File: config.mk
export PLATFORM = sky130hd
export DESIGN_NAME = wake_rx_cfg_dev_flat
export DESIGN_NICKNAME = d
export VERILOG_FILES = /design/src/rtl/wake_cfg_pkg.sv /design/src/rtl/cfg_link_if.sv /design/src/rtl/wake_rx_cfg_dev.sv /design/src/flat_wrapper.sv
export SDC_FILE = /design/constraint.sdc
export NUM_CORES = 1
export LEC_CHECK = 0
export ABC_AREA = 1
export CORE_ASPECT_RATIO = 0.5
export CORE_UTILIZATION = 62
export DETAILED_ROUTE_END_ITERATION = 8
export DONT_BUFFER_PORTS = 1
export GPL_ROUTABILITY_DRIVEN = 0
export PLACE_DENSITY = 0.84
export SKIP_CTS_REPAIR_TIMING = 1
export SYNTH_ARGS = -nofsm -noshare
export SYNTH_HDL_FRONTEND = slang
export SYNTH_SLANG_ARGS = --single-unit
File: constraint.sdc
create_clock -name aclk -period 1.7 [get_ports aclk]
set_input_delay 0.17 -clock aclk [delete_from_list [all_inputs] [get_ports aclk]]
set_output_delay 0.17 -clock aclk [all_outputs]
set_load 0.02 [all_outputs]
File: src/rtl/wake_cfg_pkg.sv
// constants shared by the configuration port ends
package wake_cfg_pkg;
   // frame layout
   localparam int FRAME_W = 8;
   localparam int ADDR_W = 2;
   localparam int DATA_W = 6;
   localparam logic [1:0] ADDR_POWER = 2'h0;
   localparam logic [1:0] ADDR_STRENGTH = 2'h1;
   localparam logic [1:0] ADDR_TEST = 2'h2;
   // power register fields
   localparam int POS_CHAN_EN = 0;
   localparam int POS_REGULATOR = 3;
   localparam int POS_ROTATION = 4;
   // strength select register fields
   localparam int POS_SRC = 0;
   localparam int POS_PIN_MODE = 2;
   localparam int POS_ATTEN = 4;
   localparam int POS_WAKE_CLEAR = 5;
   // test register fields
   localparam int POS_TEST_EN = 0;
   localparam int POS_TEST_SEL = 1;
   localparam int POS_STEP = 4;
   localparam int POS_GEN_ON = 5;
   // reset values
   localparam logic [5:0] RST_POWER = 6'h0f;
   localparam logic [5:0] RST_STRENGTH = 6'h00;
   localparam logic [5:0] RST_TEST = 6'h10;
   // two-bit codes, low bit of the field first on the wire
   localparam logic [1:0] ROT_MODE1 = 2'h0;
   localparam logic [1:0] ROT_MODE2 = 2'h1;
   localparam logic [1:0] ROT_MODE3 = 2'h2;
   localparam logic [1:0] SRC_CHAN1 = 2'h0;
   localparam logic [1:0] SRC_CHAN2 = 2'h1;
   localparam logic [1:0] SRC_CHAN3 = 2'h2;
   localparam logic [1:0] SRC_SPECIAL = 2'h3;
   localparam logic [1:0] PIN_HIGHZ = 2'h0;
   localparam logic [1:0] PIN_ANALOG = 2'h1;
   localparam logic [1:0] PIN_DIGITAL = 2'h2;
   localparam logic [1:0] TSEL_DATA = 2'h0;
   localparam logic [1:0] TSEL_WAKE = 2'h1;
   // antenna number per channel, {chan3, chan2, chan1}
   localparam logic [5:0] ROUTE_MODE1 = 6'h39;
   localparam logic [5:0] ROUTE_MODE2 = 6'h1e;
   localparam logic [5:0] ROUTE_MODE3 = 6'h27;
   // wake generator timing
   localparam int XTAL_HZ = 32768;
   localparam int WAKE_GEN_SEC = 7200;
   localparam int unsigned WAKE_GEN_TICKS = XTAL_HZ * WAKE_GEN_SEC;
   // serial clock produced by the controller
   localparam int CLK_NS = 8;
   localparam int SCLK_HALF_NS = 80;
   localparam logic [7:0] SCLK_HALF_CYC = 8'(SCLK_HALF_NS / CLK_NS);
   localparam logic [2:0] LAST_BIT = 3'(FRAME_W - 1);
   // controller register map
   localparam logic [3:0] REG_CMD = 4'h0;
   localparam logic [3:0] REG_STATUS = 4'h4;
   localparam logic [3:0] REG_LAST = 4'h8;
   localparam logic [1:0] RESP_OKAY = 2'h0;
   localparam logic [1:0] RESP_SLVERR = 2'h2;
endpackage : wake_cfg_pkg

File: src/rtl/cfg_link_if.sv
// three-wire write-only configuration link
`timescale 1ns/10ps
interface cfg_link_if;
   logic sel;
   logic sclk;
   logic sdata;
   modport device (input sel, input sclk, input sdata);
   modport host (output sel, output sclk, output sdata);
endinterface : cfg_link_if

File: src/rtl/wake_rx_cfg_dev.sv
// device end: serial configuration registers of the wake-up receiver
`timescale 1ns/10ps
module wake_rx_cfg_dev
   import wake_cfg_pkg::*;
#(
   parameter int unsigned GEN_TICKS = WAKE_GEN_TICKS
) (
   // clock and reset
   input wire logic aclk,
   input wire logic aresetn,
   // configuration link
   cfg_link_if.device link,
   // receiver chains and crystal
   input wire logic xtal_clk,
   input wire logic [2:0] chan_wake,
   input wire logic [2:0] chan_data,
   // analog control
   output logic [2:0] chan_enable,
   output logic regulator_enable,
   output logic [5:0] antenna_route,
   output logic inputs_shorted,
   output logic attenuator_enable,
   output logic strength_step_sel,
   output logic [1:0] strength_src,
   output logic bandgap_sel,
   // strength pin and wake pin
   output logic strength_pin_out,
   output logic strength_pin_oe,
   output logic strength_pin_analog,
   output logic wake_n
);

   logic [9:0] meta;
   logic [9:0] stable;
   logic [9:0] prev;
   logic [FRAME_W-1:0] shift;
   logic [DATA_W-1:0] power_and_channel_control;
   logic [DATA_W-1:0] strength_output_select;
   logic [DATA_W-1:0] test_and_generator_control;
   logic wake_latched;
   logic [31:0] gen_count;
   logic gen_pulse;

   // two-flop synchronisers and a third stage for edge finding
   always_ff @(posedge aclk) begin
      if (!aresetn) begin
         meta <= 10'h000;
         stable <= 10'h000;
         prev <= 10'h000;
      end else begin
         meta <= {chan_data, chan_wake, xtal_clk, link.sdata, link.sclk, link.sel};
         stable <= meta;
         prev <= stable;
      end
   end

   // decoded link events
   wire sel_s = stable[0];
   wire sel_rise = stable[0] & ~prev[0];
   wire sel_fall = ~stable[0] & prev[0];
   wire sclk_rise = stable[1] & ~prev[1];
   wire sdata_s = stable[2];
   wire xtal_rise = stable[3] & ~prev[3];
   wire [2:0] wake_s = stable[6:4];
   wire [2:0] data_s = stable[9:7];

   // frame fields
   wire [ADDR_W-1:0] frame_addr = shift[ADDR_W-1:0];
   wire [DATA_W-1:0] frame_data = shift[FRAME_W-1:ADDR_W];

   // register fields
   wire [1:0] rotation = power_and_channel_control[POS_ROTATION +: 2];
   wire [1:0] src = strength_output_select[POS_SRC +: 2];
   wire [1:0] pin_mode = strength_output_select[POS_PIN_MODE +: 2];
   wire wake_clear = strength_output_select[POS_WAKE_CLEAR];
   wire test_enable = test_and_generator_control[POS_TEST_EN];
   wire [1:0] test_sel = test_and_generator_control[POS_TEST_SEL +: 2];
   wire gen_on = test_and_generator_control[POS_GEN_ON];
   wire [31:0] gen_last = 32'(GEN_TICKS - 1);

   // shift register: cleared at select rise, loaded on sclk rise
   always_ff @(posedge aclk) begin
      if (!aresetn) begin
         shift <= '0;
      end else if (sel_rise) begin
         shift <= '0;
      end else if (sel_s && sclk_rise) begin
         shift <= {sdata_s, shift[FRAME_W-1:1]};
      end
   end

   // commit on falling select; address three is not held here
   always_ff @(posedge aclk) begin
      if (!aresetn) begin
         power_and_channel_control <= RST_POWER;
         strength_output_select <= RST_STRENGTH;
         test_and_generator_control <= RST_TEST;
      end else if (sel_fall) begin
         case (frame_addr)
            ADDR_POWER: begin
               power_and_channel_control <= frame_data;
            end
            ADDR_STRENGTH: begin
               strength_output_select <= frame_data;
            end
            ADDR_TEST: begin
               test_and_generator_control <= frame_data;
            end
            default: begin
            end
         endcase
      end
   end

   // wake generator counts crystal edges while enabled
   always_ff @(posedge aclk) begin
      if (!aresetn) begin
         gen_count <= '0;
         gen_pulse <= 1'b0;
      end else if (!gen_on) begin
         gen_count <= '0;
         gen_pulse <= 1'b0;
      end else if (xtal_rise) begin
         if (gen_count == gen_last) begin
            gen_count <= '0;
            gen_pulse <= 1'b1;
         end else begin
            gen_count <= gen_count + 32'h1;
            gen_pulse <= 1'b0;
         end
      end else begin
         gen_pulse <= 1'b0;
      end
   end

   // wake latch: set by reset, enabled channels, generator
   wire [2:0] chan_enable_r = power_and_channel_control[POS_CHAN_EN +: 3];
   wire wake_event = (|(wake_s & chan_enable_r)) | gen_pulse;
   always_ff @(posedge aclk) begin
      if (!aresetn) begin
         wake_latched <= 1'b1;
      end else if (wake_clear) begin
         wake_latched <= 1'b0;
      end else if (wake_event) begin
         wake_latched <= 1'b1;
      end
   end

   // test multiplexer onto the wake pin
   wire [1:0] chan_idx = (src == SRC_SPECIAL) ? SRC_CHAN1 : src;
   wire sel_data = data_s[chan_idx];
   wire sel_wake_n = ~wake_s[chan_idx];
   wire test_signal = (test_sel == TSEL_DATA) ? sel_data :
                      (test_sel == TSEL_WAKE) ? sel_wake_n : 1'b1;
   wire next_wake_n = test_enable ? test_signal : ~wake_latched;

   // strength pin decode
   wire next_oe = sel_s && (pin_mode == PIN_ANALOG || pin_mode == PIN_DIGITAL);
   wire next_analog = (pin_mode == PIN_ANALOG);
   wire next_out = (src == SRC_SPECIAL && !test_enable) ? ~wake_latched : next_wake_n;
   wire next_bandgap = (src == SRC_SPECIAL) && !test_enable;

   // antenna routing decode
   wire [5:0] next_route = (rotation == ROT_MODE2) ? ROUTE_MODE2 :
                           (rotation == ROT_MODE3) ? ROUTE_MODE3 : ROUTE_MODE1;
   wire next_shorted = (rotation == 2'h3);

   // registered outputs; wake pin high during reset, then active
   always_ff @(posedge aclk) begin
      if (!aresetn) begin
         chan_enable <= RST_POWER[POS_CHAN_EN +: 3];
         regulator_enable <= RST_POWER[POS_REGULATOR];
         antenna_route <= ROUTE_MODE1;
         inputs_shorted <= 1'b0;
         attenuator_enable <= RST_STRENGTH[POS_ATTEN];
         strength_step_sel <= RST_TEST[POS_STEP];
         strength_src <= RST_STRENGTH[POS_SRC +: 2];
         bandgap_sel <= 1'b0;
         strength_pin_out <= 1'b1;
         strength_pin_oe <= 1'b0;
         strength_pin_analog <= 1'b0;
         wake_n <= 1'b1;
      end else begin
         chan_enable <= chan_enable_r;
         regulator_enable <= power_and_channel_control[POS_REGULATOR];
         antenna_route <= next_route;
         inputs_shorted <= next_shorted;
         attenuator_enable <= strength_output_select[POS_ATTEN];
         strength_step_sel <= test_and_generator_control[POS_STEP];
         strength_src <= src;
         bandgap_sel <= next_bandgap;
         strength_pin_out <= next_out;
         strength_pin_oe <= next_oe;
         strength_pin_analog <= next_analog;
         wake_n <= next_wake_n;
      end
   end

endmodule : wake_rx_cfg_dev

File: src/flat_wrapper.sv
// flat-port wrapper written by rule: the top's interface ports become plain ports
module wake_rx_cfg_dev_flat import wake_cfg_pkg::*;
#(
   parameter int unsigned GEN_TICKS = WAKE_GEN_TICKS
)
  (aclk, aresetn, xtal_clk, chan_wake, chan_data, chan_enable, regulator_enable, antenna_route, inputs_shorted, attenuator_enable, strength_step_sel, strength_src, bandgap_sel, strength_pin_out, strength_pin_oe, strength_pin_analog, wake_n, link_sel, link_sclk, link_sdata);
  cfg_link_if link_i ();
  input wire logic aclk;
  input wire logic aresetn;
  input wire logic xtal_clk;
  input wire logic [2:0] chan_wake;
  input wire logic [2:0] chan_data;
  output logic [2:0] chan_enable;
  output logic regulator_enable;
  output logic [5:0] antenna_route;
  output logic inputs_shorted;
  output logic attenuator_enable;
  output logic strength_step_sel;
  output logic [1:0] strength_src;
  output logic bandgap_sel;
  output logic strength_pin_out;
  output logic strength_pin_oe;
  output logic strength_pin_analog;
  output logic wake_n;
  input wire logic [$bits(link_i.sel)-1:0] link_sel;
  input wire logic [$bits(link_i.sclk)-1:0] link_sclk;
  input wire logic [$bits(link_i.sdata)-1:0] link_sdata;
  assign link_i.sel = link_sel;
  assign link_i.sclk = link_sclk;
  assign link_i.sdata = link_sdata;
  wake_rx_cfg_dev #(.GEN_TICKS(GEN_TICKS)) u_core (.aclk(aclk), .aresetn(aresetn), .link(link_i), .xtal_clk(xtal_clk), .chan_wake(chan_wake), .chan_data(chan_data), .chan_enable(chan_enable), .regulator_enable(regulator_enable), .antenna_route(antenna_route), .inputs_shorted(inputs_shorted), .attenuator_enable(attenuator_enable), .strength_step_sel(strength_step_sel), .strength_src(strength_src), .bandgap_sel(bandgap_sel), .strength_pin_out(strength_pin_out), .strength_pin_oe(strength_pin_oe), .strength_pin_analog(strength_pin_analog), .wake_n(wake_n));
endmodule
**After elaboration in Yosys (flattened, before gate mapping)**

Cells that the tools add are included.

- Latch bits: 0
- Memories kept: 0
- ROM bits: 0
- Input bits: 12
- Bits in writable memories: 0
- Output and inout port bits: 20
- Register bits: 104
- Logic and storage cells: 79

- Muxes and demuxes: 15
- Reductions and logical operators: 16
- Divide/modulo/power cells: 0
- Multipliers: 0
- Bitwise operators: 13
- Shift-type cells: 0
- Order comparisons: 1
- Eq/ne operators: 10
- $add $sub $neg: 1

Operator list:

| cell | count |
|---|---|
| $add A32 B1 Y32 const B | 1 |
| $eq A32 B28 Y1 const B | 1 |
| $mux W32 | 1 |
| $eq A2 B2 Y1 const B | 5 |
| $mux W1 | 9 |
| $eq A2 B1 Y1 const B | 4 |
| $reduce_and A2 Y1 | 4 |
| $not A1 Y1 | 7 |
| $mux W6 | 1 |
| $mux W5 | 1 |
| $and A1 B1 Y1 | 4 |
| $bmux W1 S2 | 2 |
| $logic_not A2 Y1 | 2 |
| $reduce_or A2 Y1 | 2 |
| $and A3 B3 Y3 | 1 |
| $logic_and A1 B1 Y1 | 3 |
| $lt A2 B3 Y1 const B | 1 |
| $reduce_and A3 Y1 | 1 |
| $reduce_or A3 Y1 | 1 |
| $mux W2 | 1 |
| $reduce_bool A2 Y1 | 1 |
| $logic_not A1 Y1 | 1 |
| $logic_or A1 B1 Y1 | 1 |
| $or A1 B1 Y1 | 1 |

**Longest topological paths before layout**

Gate-level depths: netlist of run 1.

- Depth after elaboration: 9
- Gate-level depth with buffers: 10
- Mapped depth without buffers: 10

**Least setup slack after synthesis of run 1**

No wires, ideal clock.

- Path kind: register to register
- From: register u_core.gen_count[0]
- To: register u_core.gen_count[13]
- Setup time: 0.116 ns
- Period minus slack after synthesis: 1.389 ns
- Buffers on the path: 1
- Data arrival time: 1.273 ns
- Setup slack: 0.311 ns
- Stages on the path, launching flop included: 10
- Data required time: 1.584 ns
- Cells stage by stage: dfxtp_1 > ha_1 > inv_1 > nor2_2 > nand3_2 > nor2_4 > nand2_2 > nand2_2 > buf_6 > nor2_1

- Cells in the longest elaborated chain, start to end: 2
- Elaborated cells between the ends (all ways): 3
- Those cells by class: add/sub: 1; eq/ne: 1; mux: 1

RTL lines:

| element | RTL line | source |
|---|---|---|
| start, declared | wake_rx_cfg_dev.sv:41 | `logic [31:0] gen_count;` |
| start signal, assigned | wake_rx_cfg_dev.sv:128 | `gen_count <= gen_count + 32'h1;` |
| $add A32 B1 Y32 / $eq A32 B28 Y1 (equally long branches) | wake_rx_cfg_dev.sv:128, wake_rx_cfg_dev.sv:124 |  |
| $mux W32 * | wake_rx_cfg_dev.sv:124 | `if (gen_count == gen_last) begin` |

Every way passes the cells marked *; elsewhere a longest branch is shown, timed or not.
A chain may end at the register's enable or synchronous reset.

**Worst setup path in the final report of run 1**

- From: register u_core.gen_count[2]
- To: register u_core.gen_count[17]

The elaborated chain is that of the path after synthesis.

==> results by group, run 1 <==
Status
  • Status: complete, but fails checks
  • Failing checks: negative hold slack

Synthesis
  • Post-synth EDFFs: 0
  • Top-count cell post-synth: nand2_1
  • Post-synth top area share: 0.4945
  • Yosys cell types: 29
  • Synth warnings: 0
  • Ranking of synthesized cells by area: dfxtp_1 49%, nand2_1 12%, inv_1 8.1%, nor2_1 7.6%, o21ai_0 3.1%
  • Post-synthesis sequential area ratio: 0.4945
  • Post-Syn Instances: 539
  • Synth cell count leaders: 127 x nand2_1, 99 x dfxtp_1, 86 x inv_1
  • Fraction of registers with async set or reset after synthesis: 0
  • Syn avg cell area: 7.435 µm²
  • Synth Net Count: 556
  • Flop and latch count out of synthesis: 99
  • Synth Flop Type: dfxtp_1
  • Yosys top cell by area: dfxtp_1
  • Post-Syn Area: 4008 µm²

STA
  • Relative slew margins: 0.7051
  • Max Slew Vio Count: 0
  • Final setup margin: 0.1153 ns
  • Hold slack: -0.002767 ns
  • Worst slew pin tran: 0.4423 ns
  • RSZ-0062 raised after global routing: false
  • Achievable Freq: 631.0 MHz
  • Final setup viols: 0
  • Clock skew: 0.005789 ns
  • Sum of negative setup slack: 0 ns
  • Hold Violations, Final: 1
  • Fin crit share: 0.9322
  • Tmin final: 1.585 ns

Cells and area
  • Area Growth Syn to Fin: 13.39%
  • Footprint of the multi-input gates: 1634 µm²
  • Fraction of layout instances using a drive strength above 1: 0.08541
  • Antenna fix cells: 0
  • Finished Core Util: 0.7382
  • Reg area: 1982 µm²
  • Fill count: 458
  • Fin nets: 574
  • Finished Layout Cells: 650

Critical path
  • CP max stage cell: dfxtp_1
  • CP required: 1.94 ns
  • Crit-path most repeated cell: nor2_1
  • Crit end category: flip-flop
  • CP Cell Sequence: nand3_1 > nor2_4 > nand4_2 > nor2_1 > nand2_1 > o21ai_0 > nor2_1
  • Worst Setup Start Kind: flip-flop
  • Worst stage delay on the critical path: 0.37 ns
  • Worst EP arrival: 1.83 ns
  • Crit Path Class: flip-flop to flip-flop
  • FF-to-FF path depth: 7
  • Crit-path max FO: 6

Route
  • Average wire per standard cell: 12.11 µm
  • DRT Pass-1 Iters: 4
  • DRC violations left: 0
  • DRT iter0 DRCs: 248
  • Via count of the routed design: 3,217
  • Antenna Nets Post-Route: 0
  • Routed wire length: 7874 µm
  • Via density: 4.949

Placement
  • Placed wire-length estimate: 5285 µm
  • PortBufs: 0
  • Worst slack, placed: 0.2050 ns
  • Inst Count DP: 622

Clocking
  • Root Buffer: clkbuf_16
  • Total CTS buffers: 9
  • # clock sinks: 99
  • Max Root-Sink Buffers: 2
  • CTS tree: yes
  • Worst-path clk slew: 0.07 ns
  • Worst-skew pair later-pin latency: 0.35 ns
  • H-tree depth: 3

Global routing
  • Total grt overflow: 0
  • Number of antenna violations at the first check in global routing: 0
  • Largest net degree at the start of global routing: 52
  • Vias in the first global route: 2,864
  • First-pass GRT wire length: 12,940 µm
  • Tot GR Track Use: 0.2498

Floorplan
  • Die height: 58.85 µm
  • Die width: 115.7 µm
  • Rows: 20
  • Initial core utilization: 0.6510
  • Core Box Area: 6156 µm²
  • Die area: 6809 µm²
  • Top Ports: 32

Worst hold path
  • Hold Path Class: primary input to flip-flop
  • Hold depth: 2

Power and ir drop
  • Leakage: 1.953 nW
  • PwrDens: 1011 nW/µm²
  • Power after layout: 4.596 mW
  • Worst vdd rail ir drop: 0.0009356 V

Job
  • Max-Cap Viols: 0
==> report_power, final <==
| part | switching [mW] | total, mW | internal (mW) | leakage (nW) |
|---|---|---|---|---|
| Combinational | 0.0609 | 0.107 | 0.0460 | 0.993 |
| Sequential | 0.0265 | 2.38 | 2.36 | 0.804 |
| Clock | 0.937 | 2.11 | 1.17 | 0.156 |
| Total | 1.02 | 4.60 | 3.57 | 1.95 |
==> final cells by class <==
| cell class | count | area share |
|---|---|---|
| sequential | 99 | 0.4361 |
| multi-input combinational | 341 | 0.3596 |
| inverter | 88 | 0.07269 |
| clock buffer | 9 | 0.04956 |
| timing repair buffer | 18 | 0.03855 |
| tap | 88 | 0.02423 |
| clock inverter | 7 | 0.01927 |
==> worst paths after layout <==
path | start | endpoint | slack [ns]
setup reg to reg | u_core.gen_count[2]$_SDFFE_PN0N_ | u_core.gen_count[17]$_SDFFE_PN0N_ | 0.12
hold / removal | aresetn | u_core.test_and_generator_control[0]$_SDFFE_PN0P_ | -0.003
setup / recovery | u_core.gen_count[2]$_SDFFE_PN0N_ | u_core.gen_count[17]$_SDFFE_PN0N_ | 0.12
hold reg to reg | u_core.meta[6]$_SDFF_PN0_ | u_core.stable[6]$_SDFF_PN0_ | 0.41
==> sequential cells by signal, indices dropped and copies added, names as in the netlist, 2 cells and up <==
register                           cells
u_core.shift                           8
u_core.chan_enable                     3
u_core.strength_src                    2
u_core.antenna_route                   3
u_core.power_and_channel_control       6
u_core.prev                            3
u_core.gen_count                      32
u_core.strength_output_select          6
u_core.test_and_generator_control      5
u_core.stable                         10
u_core.meta                           10
==> cell usage in the layout, fill, tap and decap left out, types with 4 or more instances in the layout <==
cell type and instances:
nor2_4 5, nand3_1 22, o21ai_0 25, nor2_2 5, o211ai_1 4, clkbuf_16 9, nor2_1 81, dfxtp_1 99
xor2_1 5, nand4_1 11, buf_4 6, inv_1 86, nor3_1 7, ha_1 5, a21oi_1 22, dlygate4sd3_1 11
nand2_1 127, nand3_2 5
==> per-stage QoR <==
stage | instance area (µm²) | hold slack, ns
after CTS | 4414 | -0.1260
final | 4544 | -0.002767
after global placement | 4101 | 0.2368
after detailed placement | 4101 | 0.2456
after floorplan | 4008 | 0.2676
after global routing | 4544 | 0.0009939
==> critical path: cells and delay by family, from the launching register on <==
family             cells  cell delay (ns)
DFF                    1             0.37
AOI/OAI and AO/OA      1             0.08
and+or+nand+nor        6             1.01
==> layer usage <==
layer / GRT usage / share of wire / vias up
li1: - / - / 1699
met1: 0.3119 / 0.47 / 1425
met2: 0.4106 / 0.47 / 83
met3: 0.08239 / 0.057 / 10
met4: 0.08974 / 0.012 / 0
met5: 0 / 0 / -
==> logic make-up (layout without fill, tap and decap cells) <==
kind of cell,count (synthesis),after routing,share of synthesized area
and+or+nand+nor,274,274,0.3025
DFF,99,99,0.4945
buffers and inverters,99,122,0.09772
AOI/OAI and AO/OA,54,54,0.07212
xor gates and xnor gates,8,8,0.01748
adders and majority gates,5,5,0.01561
Note: power is estimated with default switching activity, not from simulation.
==> run 2: changes to the inputs <==
ABC_AREA = unset   (was 1)
CELL_PAD_IN_SITES_DETAIL_PLACEMENT = 1   (was unset)
CELL_PAD_IN_SITES_GLOBAL_PLACEMENT = 1   (was unset)
CORE_UTILIZATION = 49   (was 62)
==> results by group, run 2 <==
Status
  • Status: complete, but fails checks (unchanged)
  • Failing checks: negative setup slack (was negative hold slack)

Global routing
  • Largest net degree at the start of global routing: 60 (was 52)
  • First-pass GRT wire length: 15,180 µm (was 12,940 µm)
  • Number of antenna violations at the first check in global routing: 0 (unchanged)
  • Vias in the first global route: 2,961 (was 2,864)
  • Tot GR Track Use: 0.2522 (was 0.2498)
  • Total grt overflow: 0 (unchanged)

Cells and area
  • Commonest non-fill, non-tap cell in the layout: dfxtp_1 (was nand2_1)
  • Fin nets: 432 (was 574)
  • Finished Core Util: 0.6476 (was 0.7382)
  • Fraction of layout instances using a drive strength above 1: 0.2387 (was 0.08541)
  • Most frequent cells in the layout: 95 x dfxtp_1, 36 x buf_4, 32 x nor2_1 (was 127 x nand2_1, 99 x dfxtp_1, 86 x inv_1)
  • Finished Cell Area: 4777 µm² (was 4544 µm²)
  • Largest Register: u_core.gen_count (unchanged)
  • Largest register FFs: 32 (unchanged)
  • Area Growth Syn to Fin: 26.80% (was 13.39%)
  • Antenna fix cells: 0 (unchanged)
  • Largest registers: u_core.gen_count (32), u_core.meta (10), u_core.stable (10) (unchanged)

STA
  • Final setup viols: 32 (was 0)
  • Worst slew pin tran: 0.5995 ns (was 0.4423 ns)
  • Hold slack: 0.06931 ns (was -0.002767 ns)
  • Sum of negative setup slack: -6.179 ns (was 0 ns)
  • Final setup margin: -0.2308 ns (was 0.1153 ns)
  • RSZ-0062 raised after global routing: true (was false)
  • Tmin final: 1.931 ns (was 1.585 ns)
  • Clock skew: 0.004911 ns (was 0.005789 ns)
  • Relative slew margins: 0.5977 (was 0.7051)
  • Fin crit share: 1.136 (was 0.9322)
  • Max Slew Vio Count: 0 (unchanged)
  • Achievable Freq: 517.9 MHz (was 631.0 MHz)
  • Hold Violations, Final: 0 (was 1)

Synthesis
  • Ranking of synthesized cells by area: dfxtp_1 53%, mux2i_1 7.4%, and2_1 5.0%, nor2_1 4.6%, xnor2_1 4.0% (was dfxtp_1 49%, nand2_1 12%, inv_1 8.1%, nor2_1 7.6%, o21ai_0 3.1%)
  • Synth Net Count: 383 (was 556)
  • Top-count cell post-synth: dfxtp_1 (was nand2_1)
  • Synth warnings: 0 (unchanged)
  • Flop and latch count out of synthesis: 99 (unchanged)
  • Post-synth top area share: 0.5261 (was 0.4945)
  • Syn avg cell area: 10.29 µm² (was 7.435 µm²)
  • Yosys top cell by area: dfxtp_1 (unchanged)
  • Yosys cell types: 38 (was 29)
  • Synth Flop Type: dfxtp_1 (unchanged)
  • Post-Syn Area: 3767 µm² (was 4008 µm²)
  • Fraction of registers with async set or reset after synthesis: 0 (unchanged)
  • Synth cell count leaders: 99 x dfxtp_1, 46 x nor2_1, 30 x and2_1 (was 127 x nand2_1, 99 x dfxtp_1, 86 x inv_1)
  • Post-synth EDFFs: 0 (unchanged)
  • Post-Syn Instances: 366 (was 539)
  • Post-synthesis sequential area ratio: 0.5261 (was 0.4945)

Critical path
  • Crit Path Class: flip-flop to flip-flop (unchanged)
  • Crit end category: flip-flop (unchanged)
  • Worst Setup Start Kind: flip-flop (unchanged)
  • Crit-path max FO: 11 (was 6)
  • CP required: 1.93 ns (was 1.94 ns)
  • Worst EP arrival: 2.16 ns (was 1.83 ns)

Power and ir drop
  • Clk pwr share: 0.454 (was 0.459)
  • Sw Share: 0.2155 (was 0.2229)
  • Logic pwr share: 0.021 (was 0.023)
  • Sequential share of power: 0.525 (was 0.518)
  • Int Pwr: 3.545 mW (was 3.572 mW)
  • Leakage: 1.795 nW (was 1.953 nW)
  • PwrDens: 945.9 nW/µm² (was 1011 nW/µm²)
  • Worst vdd rail ir drop: 0.0008034 V (was 0.0009356 V)
  • Net Sw Power: 0.9738 mW (was 1.025 mW)

Placement
  • Area of placed instances: 4088 µm² (was 4101 µm²)
  • Placed wire-length estimate: 5858 µm (was 5285 µm)
  • PortBufs: 0 (unchanged)
  • Worst slack, placed: -0.1560 ns (was 0.2050 ns)

Clocking
  • Total CTS buffers: 9 (unchanged)
  • H-tree depth: 3 (unchanged)
  • Max Root-Sink Buffers: 2 (unchanged)
  • Worst-path clk slew: 0.07 ns (about the same)
  • # clock sinks: 99 (unchanged)
  • Root Buffer: clkbuf_16 (unchanged)
  • CTS tree: yes (unchanged)
  • Worst-skew pair later-pin latency: 0.35 ns (about the same)

Worst hold path
  • Hold Path Class: primary input to flip-flop (unchanged)

Floorplan
  • Die area: 8064 µm² (was 6809 µm²)
  • Core Box Area: 7377 µm² (was 6156 µm²)
  • Rows: 22 (was 20)
  • Initial core utilization: 0.5107 (was 0.6510)
  • Die width: 126.0 µm (was 115.7 µm)
  • Die height: 64 µm (was 58.85 µm)
  • Top Ports: 32 (unchanged)

Route
  • DRT iter0 DRCs: 173 (was 248)
  • Routed wire length: 11,660 µm (was 7874 µm)
  • DRC violations left: 0 (unchanged)
  • DRT Pass-1 Iters: 4 (unchanged)
  • Antenna Nets Post-Route: 0 (unchanged)
  • Average wire per standard cell: 22.63 µm (was 12.11 µm)
  • Via count of the routed design: 2,884 (was 3,217)
  • Via density: 5.600 (was 4.949)

Job
  • Max-Cap Viols: 0 (unchanged)
[run 2: logic make-up (layout without fill, tap and decap cells)]
family | after synthesis | after routing | synth area share
simple gates | 171 | 171 | 0.2561
flops | 99 | 99 | 0.5261
xor+xnor | 30 | 30 | 0.06974
mux | 30 | 30 | 0.08635
buf+inv | 25 | 78 | 0.03520
compound gates | 6 | 6 | 0.009962
fa+ha+maj | 5 | 5 | 0.01661
[run 2: worst paths after layout]
path | slack, ns | endpoint | cells past startpoint | from
worst max register to register | -0.23 | u_core.gen_count[8]$_SDFFE_PN0N_ | 7 | u_core.gen_count[1]$_SDFFE_PN0N_
worst max-delay path | -0.23 | u_core.gen_count[8]$_SDFFE_PN0N_ | 7 | u_core.gen_count[1]$_SDFFE_PN0N_
worst min register to register | 0.44 | u_core.stable[0]$_SDFF_PN0_ | 1 | u_core.meta[0]$_SDFF_PN0_
worst min-delay path | 0.07 | u_core.gen_count[28]$_SDFFE_PN0N_ | 2 | aresetn
[run 2: per-layer routing]
layer,track usage,wire length (µm),vias to the layer above
li1,-,-,1319
met2,0.4793,5930,79
met1,0.2573,4868,1450
met3,0.08375,457,36
met4,0.1039,400,0
met5,0,0,-
[run 2: power groups by stage]
stage	logic (mW)	clock network, mW	registers [mW]
final	0.0953	2.05	2.37
after global routing	0.103	2.16	2.37
after floorplan	0.0544	0	2.42
after global placement	0.0468	0	2.42
after detailed placement	0.0497	0	2.42
after CTS	0.0522	2.06	2.37
[run 2: worst max-delay path, cell delays in order, from the launching register on]
cell and delay [ns]:
dfxtp_2 0.37, ha_4 0.15, and4b_2 0.29, nand4_4 0.11, or4_4 0.46, nand3_4 0.17, clkbuf_16 0.19, nor2_1 0.06
[run 2: area by class of cell]
cell class	instances	area, µm²
clock buffers	10	229.0
clock inverters	5	61.31
well taps	96	120.1
multi-input cells	242	1848
inverters	9	33.78
flip-flops and latches	99	1987
repair buffers	54	498.0
fillers	754	2600
[run 2: through the flow]
stage | cells | total power, mW
after global placement | 480 | 2.467
after global routing | 515 | 4.633
after CTS | 495 | 4.484
final | 515 | 4.518
after floorplan | 366 | 2.470
after detailed placement | 480 | 2.472
==> run 3: changes to the inputs <==
ABC_AREA = 1   (was unset)
CORE_UTILIZATION = 46   (was 49)
==> results by group, run 3 (synthesis results as in run 1) <==
STA
  • Final setup margin: 0.1239 ns (was -0.2308 ns)
  • Worst slew pin tran: 0.4705 ns (was 0.5995 ns)
  • RSZ-0062 raised after global routing: false (was true)
  • Fin crit share: 0.9271 (was 1.136)
  • Hold slack: -0.009864 ns (was 0.06931 ns)
  • Final setup viols: 0 (was 32)
  • Max Slew Vio Count: 0 (unchanged)
  • Tmin final: 1.576 ns (was 1.931 ns)
  • Clock skew: 0.01039 ns (was 0.004911 ns)
  • Relative slew margins: 0.6863 (was 0.5977)
  • Hold Violations, Final: 3 (was 0)
  • Sum of negative setup slack: 0 ns (was -6.179 ns)
  • Achievable Freq: 634.5 MHz (was 517.9 MHz)

Cells and area
  • Fill count: 1,059 (was 754)
  • Fin nets: 575 (was 432)
  • Area Growth Syn to Fin: 13.49% (was 26.80%)
  • Commonest non-fill, non-tap cell in the layout: nand2_1 (was dfxtp_1)
  • Most frequent cells in the layout: 127 x nand2_1, 99 x dfxtp_1, 86 x inv_1 (was 95 x dfxtp_1, 36 x buf_4, 32 x nor2_1)
  • Largest register FFs: 32 (unchanged)
  • Finished Cell Area: 4548 µm² (was 4777 µm²)
  • Fraction of layout instances using a drive strength above 1: 0.08703 (was 0.2387)
  • Antenna fix cells: 0 (unchanged)
  • Largest Register: u_core.gen_count (unchanged)
  • Largest registers: u_core.gen_count (32), u_core.meta (10), u_core.stable (10) (unchanged)

Power and ir drop
  • Int Pwr: 3.424 mW (was 3.545 mW)
  • Worst vdd rail ir drop: 0.0005590 V (was 0.0008034 V)
  • Power after layout: 4.479 mW (was 4.518 mW)
  • PwrDens: 984.9 nW/µm² (was 945.9 nW/µm²)
  • Net Sw Power: 1.055 mW (was 0.9738 mW)
  • Sw Share: 0.2356 (was 0.2155)
  • Logic pwr share: 0.024 (was 0.021)
  • Clk pwr share: 0.444 (was 0.454)
  • Sequential share of power: 0.532 (was 0.525)
  • Leakage: 1.939 nW (was 1.795 nW)

Critical path
  • Crit Path Class: flip-flop to flip-flop (unchanged)
  • Worst EP arrival: 1.83 ns (was 2.16 ns)
  • CP max stage cell: dfxtp_1 (was or4_4)
  • Worst stage delay on the critical path: 0.37 ns (was 0.46 ns)
  • Crit-path max FO: 5 (was 11)
  • CP Cell Sequence: ha_1 > inv_1 > nor2_2 > nand3_2 > nor2_2 > nand4_1 > nand2_1 > nor2_1 (was ha_4 > and4b_2 > nand4_4 > or4_4 > nand3_4 > clkbuf_16 > nor2_1)
  • Worst Setup Start Kind: flip-flop (unchanged)
  • FF-to-FF path depth: 8 (was 7)
  • Crit-path most repeated cell: nor2_2
  • Crit end category: flip-flop (unchanged)
  • R2r setup slk: 0.12 ns (was -0.23 ns)
  • CP required: 1.96 ns (was 1.93 ns)

Route
  • Antenna Nets Post-Route: 0 (unchanged)
  • DRT iter0 DRCs: 147 (was 173)
  • Average wire per standard cell: 13.75 µm (was 22.63 µm)
  • Via count of the routed design: 3,331 (was 2,884)
  • Routed wire length: 9283 µm (was 11,660 µm)
  • DRC violations left: 0 (unchanged)
  • Via density: 4.935 (was 5.600)
  • DRT Pass-1 Iters: 4 (unchanged)

Floorplan
  • Die width: 134 µm (was 126.0 µm)
  • Die height: 68 µm (was 64 µm)
  • Top Ports: 32 (unchanged)
  • Die area: 9112 µm² (was 8064 µm²)
  • Rows: 23 (was 22)
  • Core Box Area: 8230 µm² (was 7377 µm²)
  • Initial core utilization: 0.4869 (was 0.5107)

Worst hold path
  • Hold depth: 2 (unchanged)
  • Hold Path Class: primary input to flip-flop (unchanged)

Status
  • Status: complete, but fails checks (unchanged)
  • Failing checks: negative hold slack (was negative setup slack)

Global routing
  • Total grt overflow: 0 (unchanged)
  • Number of antenna violations at the first check in global routing: 0 (unchanged)
  • Vias in the first global route: 3,160 (was 2,961)
  • First-pass GRT wire length: 14,940 µm (was 15,180 µm)
  • Largest net degree at the start of global routing: 52 (was 60)
  • Tot GR Track Use: 0.2137 (was 0.2522)

Clocking
  • H-tree depth: 3 (unchanged)
  • Worst-skew pair later-pin latency: 0.35 ns (about the same)
  • Total CTS buffers: 9 (unchanged)
  • Worst-path clk slew: 0.07 ns (about the same)
  • CTS tree: yes (unchanged)
  • Max Root-Sink Buffers: 2 (unchanged)
  • # clock sinks: 99 (unchanged)
  • Root Buffer: clkbuf_16 (unchanged)

Placement
  • Worst slack, placed: 0.1440 ns (was -0.1560 ns)
  • Area of placed instances: 4139 µm² (was 4088 µm²)
  • PortBufs: 0 (unchanged)
  • Placed wire-length estimate: 6448 µm (was 5858 µm)

Job
  • Max-Cap Viols: 0 (unchanged)
run 3: cell types whose count changed in the layout (fill, tap and decap cells not counted), sizes merged, moves of 16 or more:
cell / previous run / this run
o21ai: 4 / 25
nor2b: 17 / 0
buf: 41 / 8
mux2i: 28 / 0
nand3: 11 / 27
nand2: 19 / 130
inv: 11 / 92
and2: 31 / 0
nor2: 46 / 92
a21oi: 0 / 22
run 3: per-stage QoR:
step / cells / utilization
2_1_floorplan: 539 / -
3_3_place_gp: 647 / 0.5029
3_5_place_dp: 647 / 0.5029
4_1_cts: 663 / 0.5372
5_1_grt: 675 / 0.5526
6_report: 675 / 0.5526
run 3: worst paths after layout:
path                                          from                           endpoint
hold reg to reg          u_core.meta[2]$_SDFF_PN0_        u_core.stable[2]$_SDFF_PN0_
hold / removal                             aresetn  u_core.strength_pin_oe$_SDFF_PN0_
setup reg to reg  u_core.gen_count[0]$_SDFFE_PN0N_  u_core.gen_count[28]$_SDFFE_PN0N_
setup / recovery  u_core.gen_count[0]$_SDFFE_PN0N_  u_core.gen_count[28]$_SDFFE_PN0N_
run 3: final cells by class:
cell class | count | area [µm²] | share of cell area
Inverter | 88 | 330.3 | 0.07263
Timing Repair Buffer | 18 | 172.7 | 0.03796
Clock buffer | 10 | 229.0 | 0.05034
Sequential cell | 99 | 1982 | 0.4358
Tap cell | 112 | 140.1 | 0.03081
Clock inverter | 6 | 53.80 | 0.01183
Multi-Input combinational cell | 342 | 1640 | 0.3607
run 3: power groups by stage:
stage / Sequential (mW) / Combinational (mW) / Clock, mW
floorplan: 2.43 / 0.0718 / 0
global placement: 2.43 / 0.0645 / 0
detailed placement: 2.44 / 0.0683 / 0
CTS: 2.38 / 0.0688 / 2.02
global route: 2.39 / 0.123 / 2.13
finish: 2.38 / 0.107 / 1.99
run 3: routing by layer:
layer	track usage	part of all wire	up-vias
met4	0.07244	0.012	0
met1	0.2485	0.47	1577
li1	-	-	1704
met3	0.05259	0.029	11
met5	0	0	-
met2	0.3944	0.49	39
run 3: worst max-delay path, delay by kind of cell (launching register included):
kind	cells	cell delay [ns]
AND/OR/NAND/NOR	6	0.86
buffers and inverters	1	0.06
adder cells (fa/ha/maj)	1	0.18
flip-flops	1	0.37
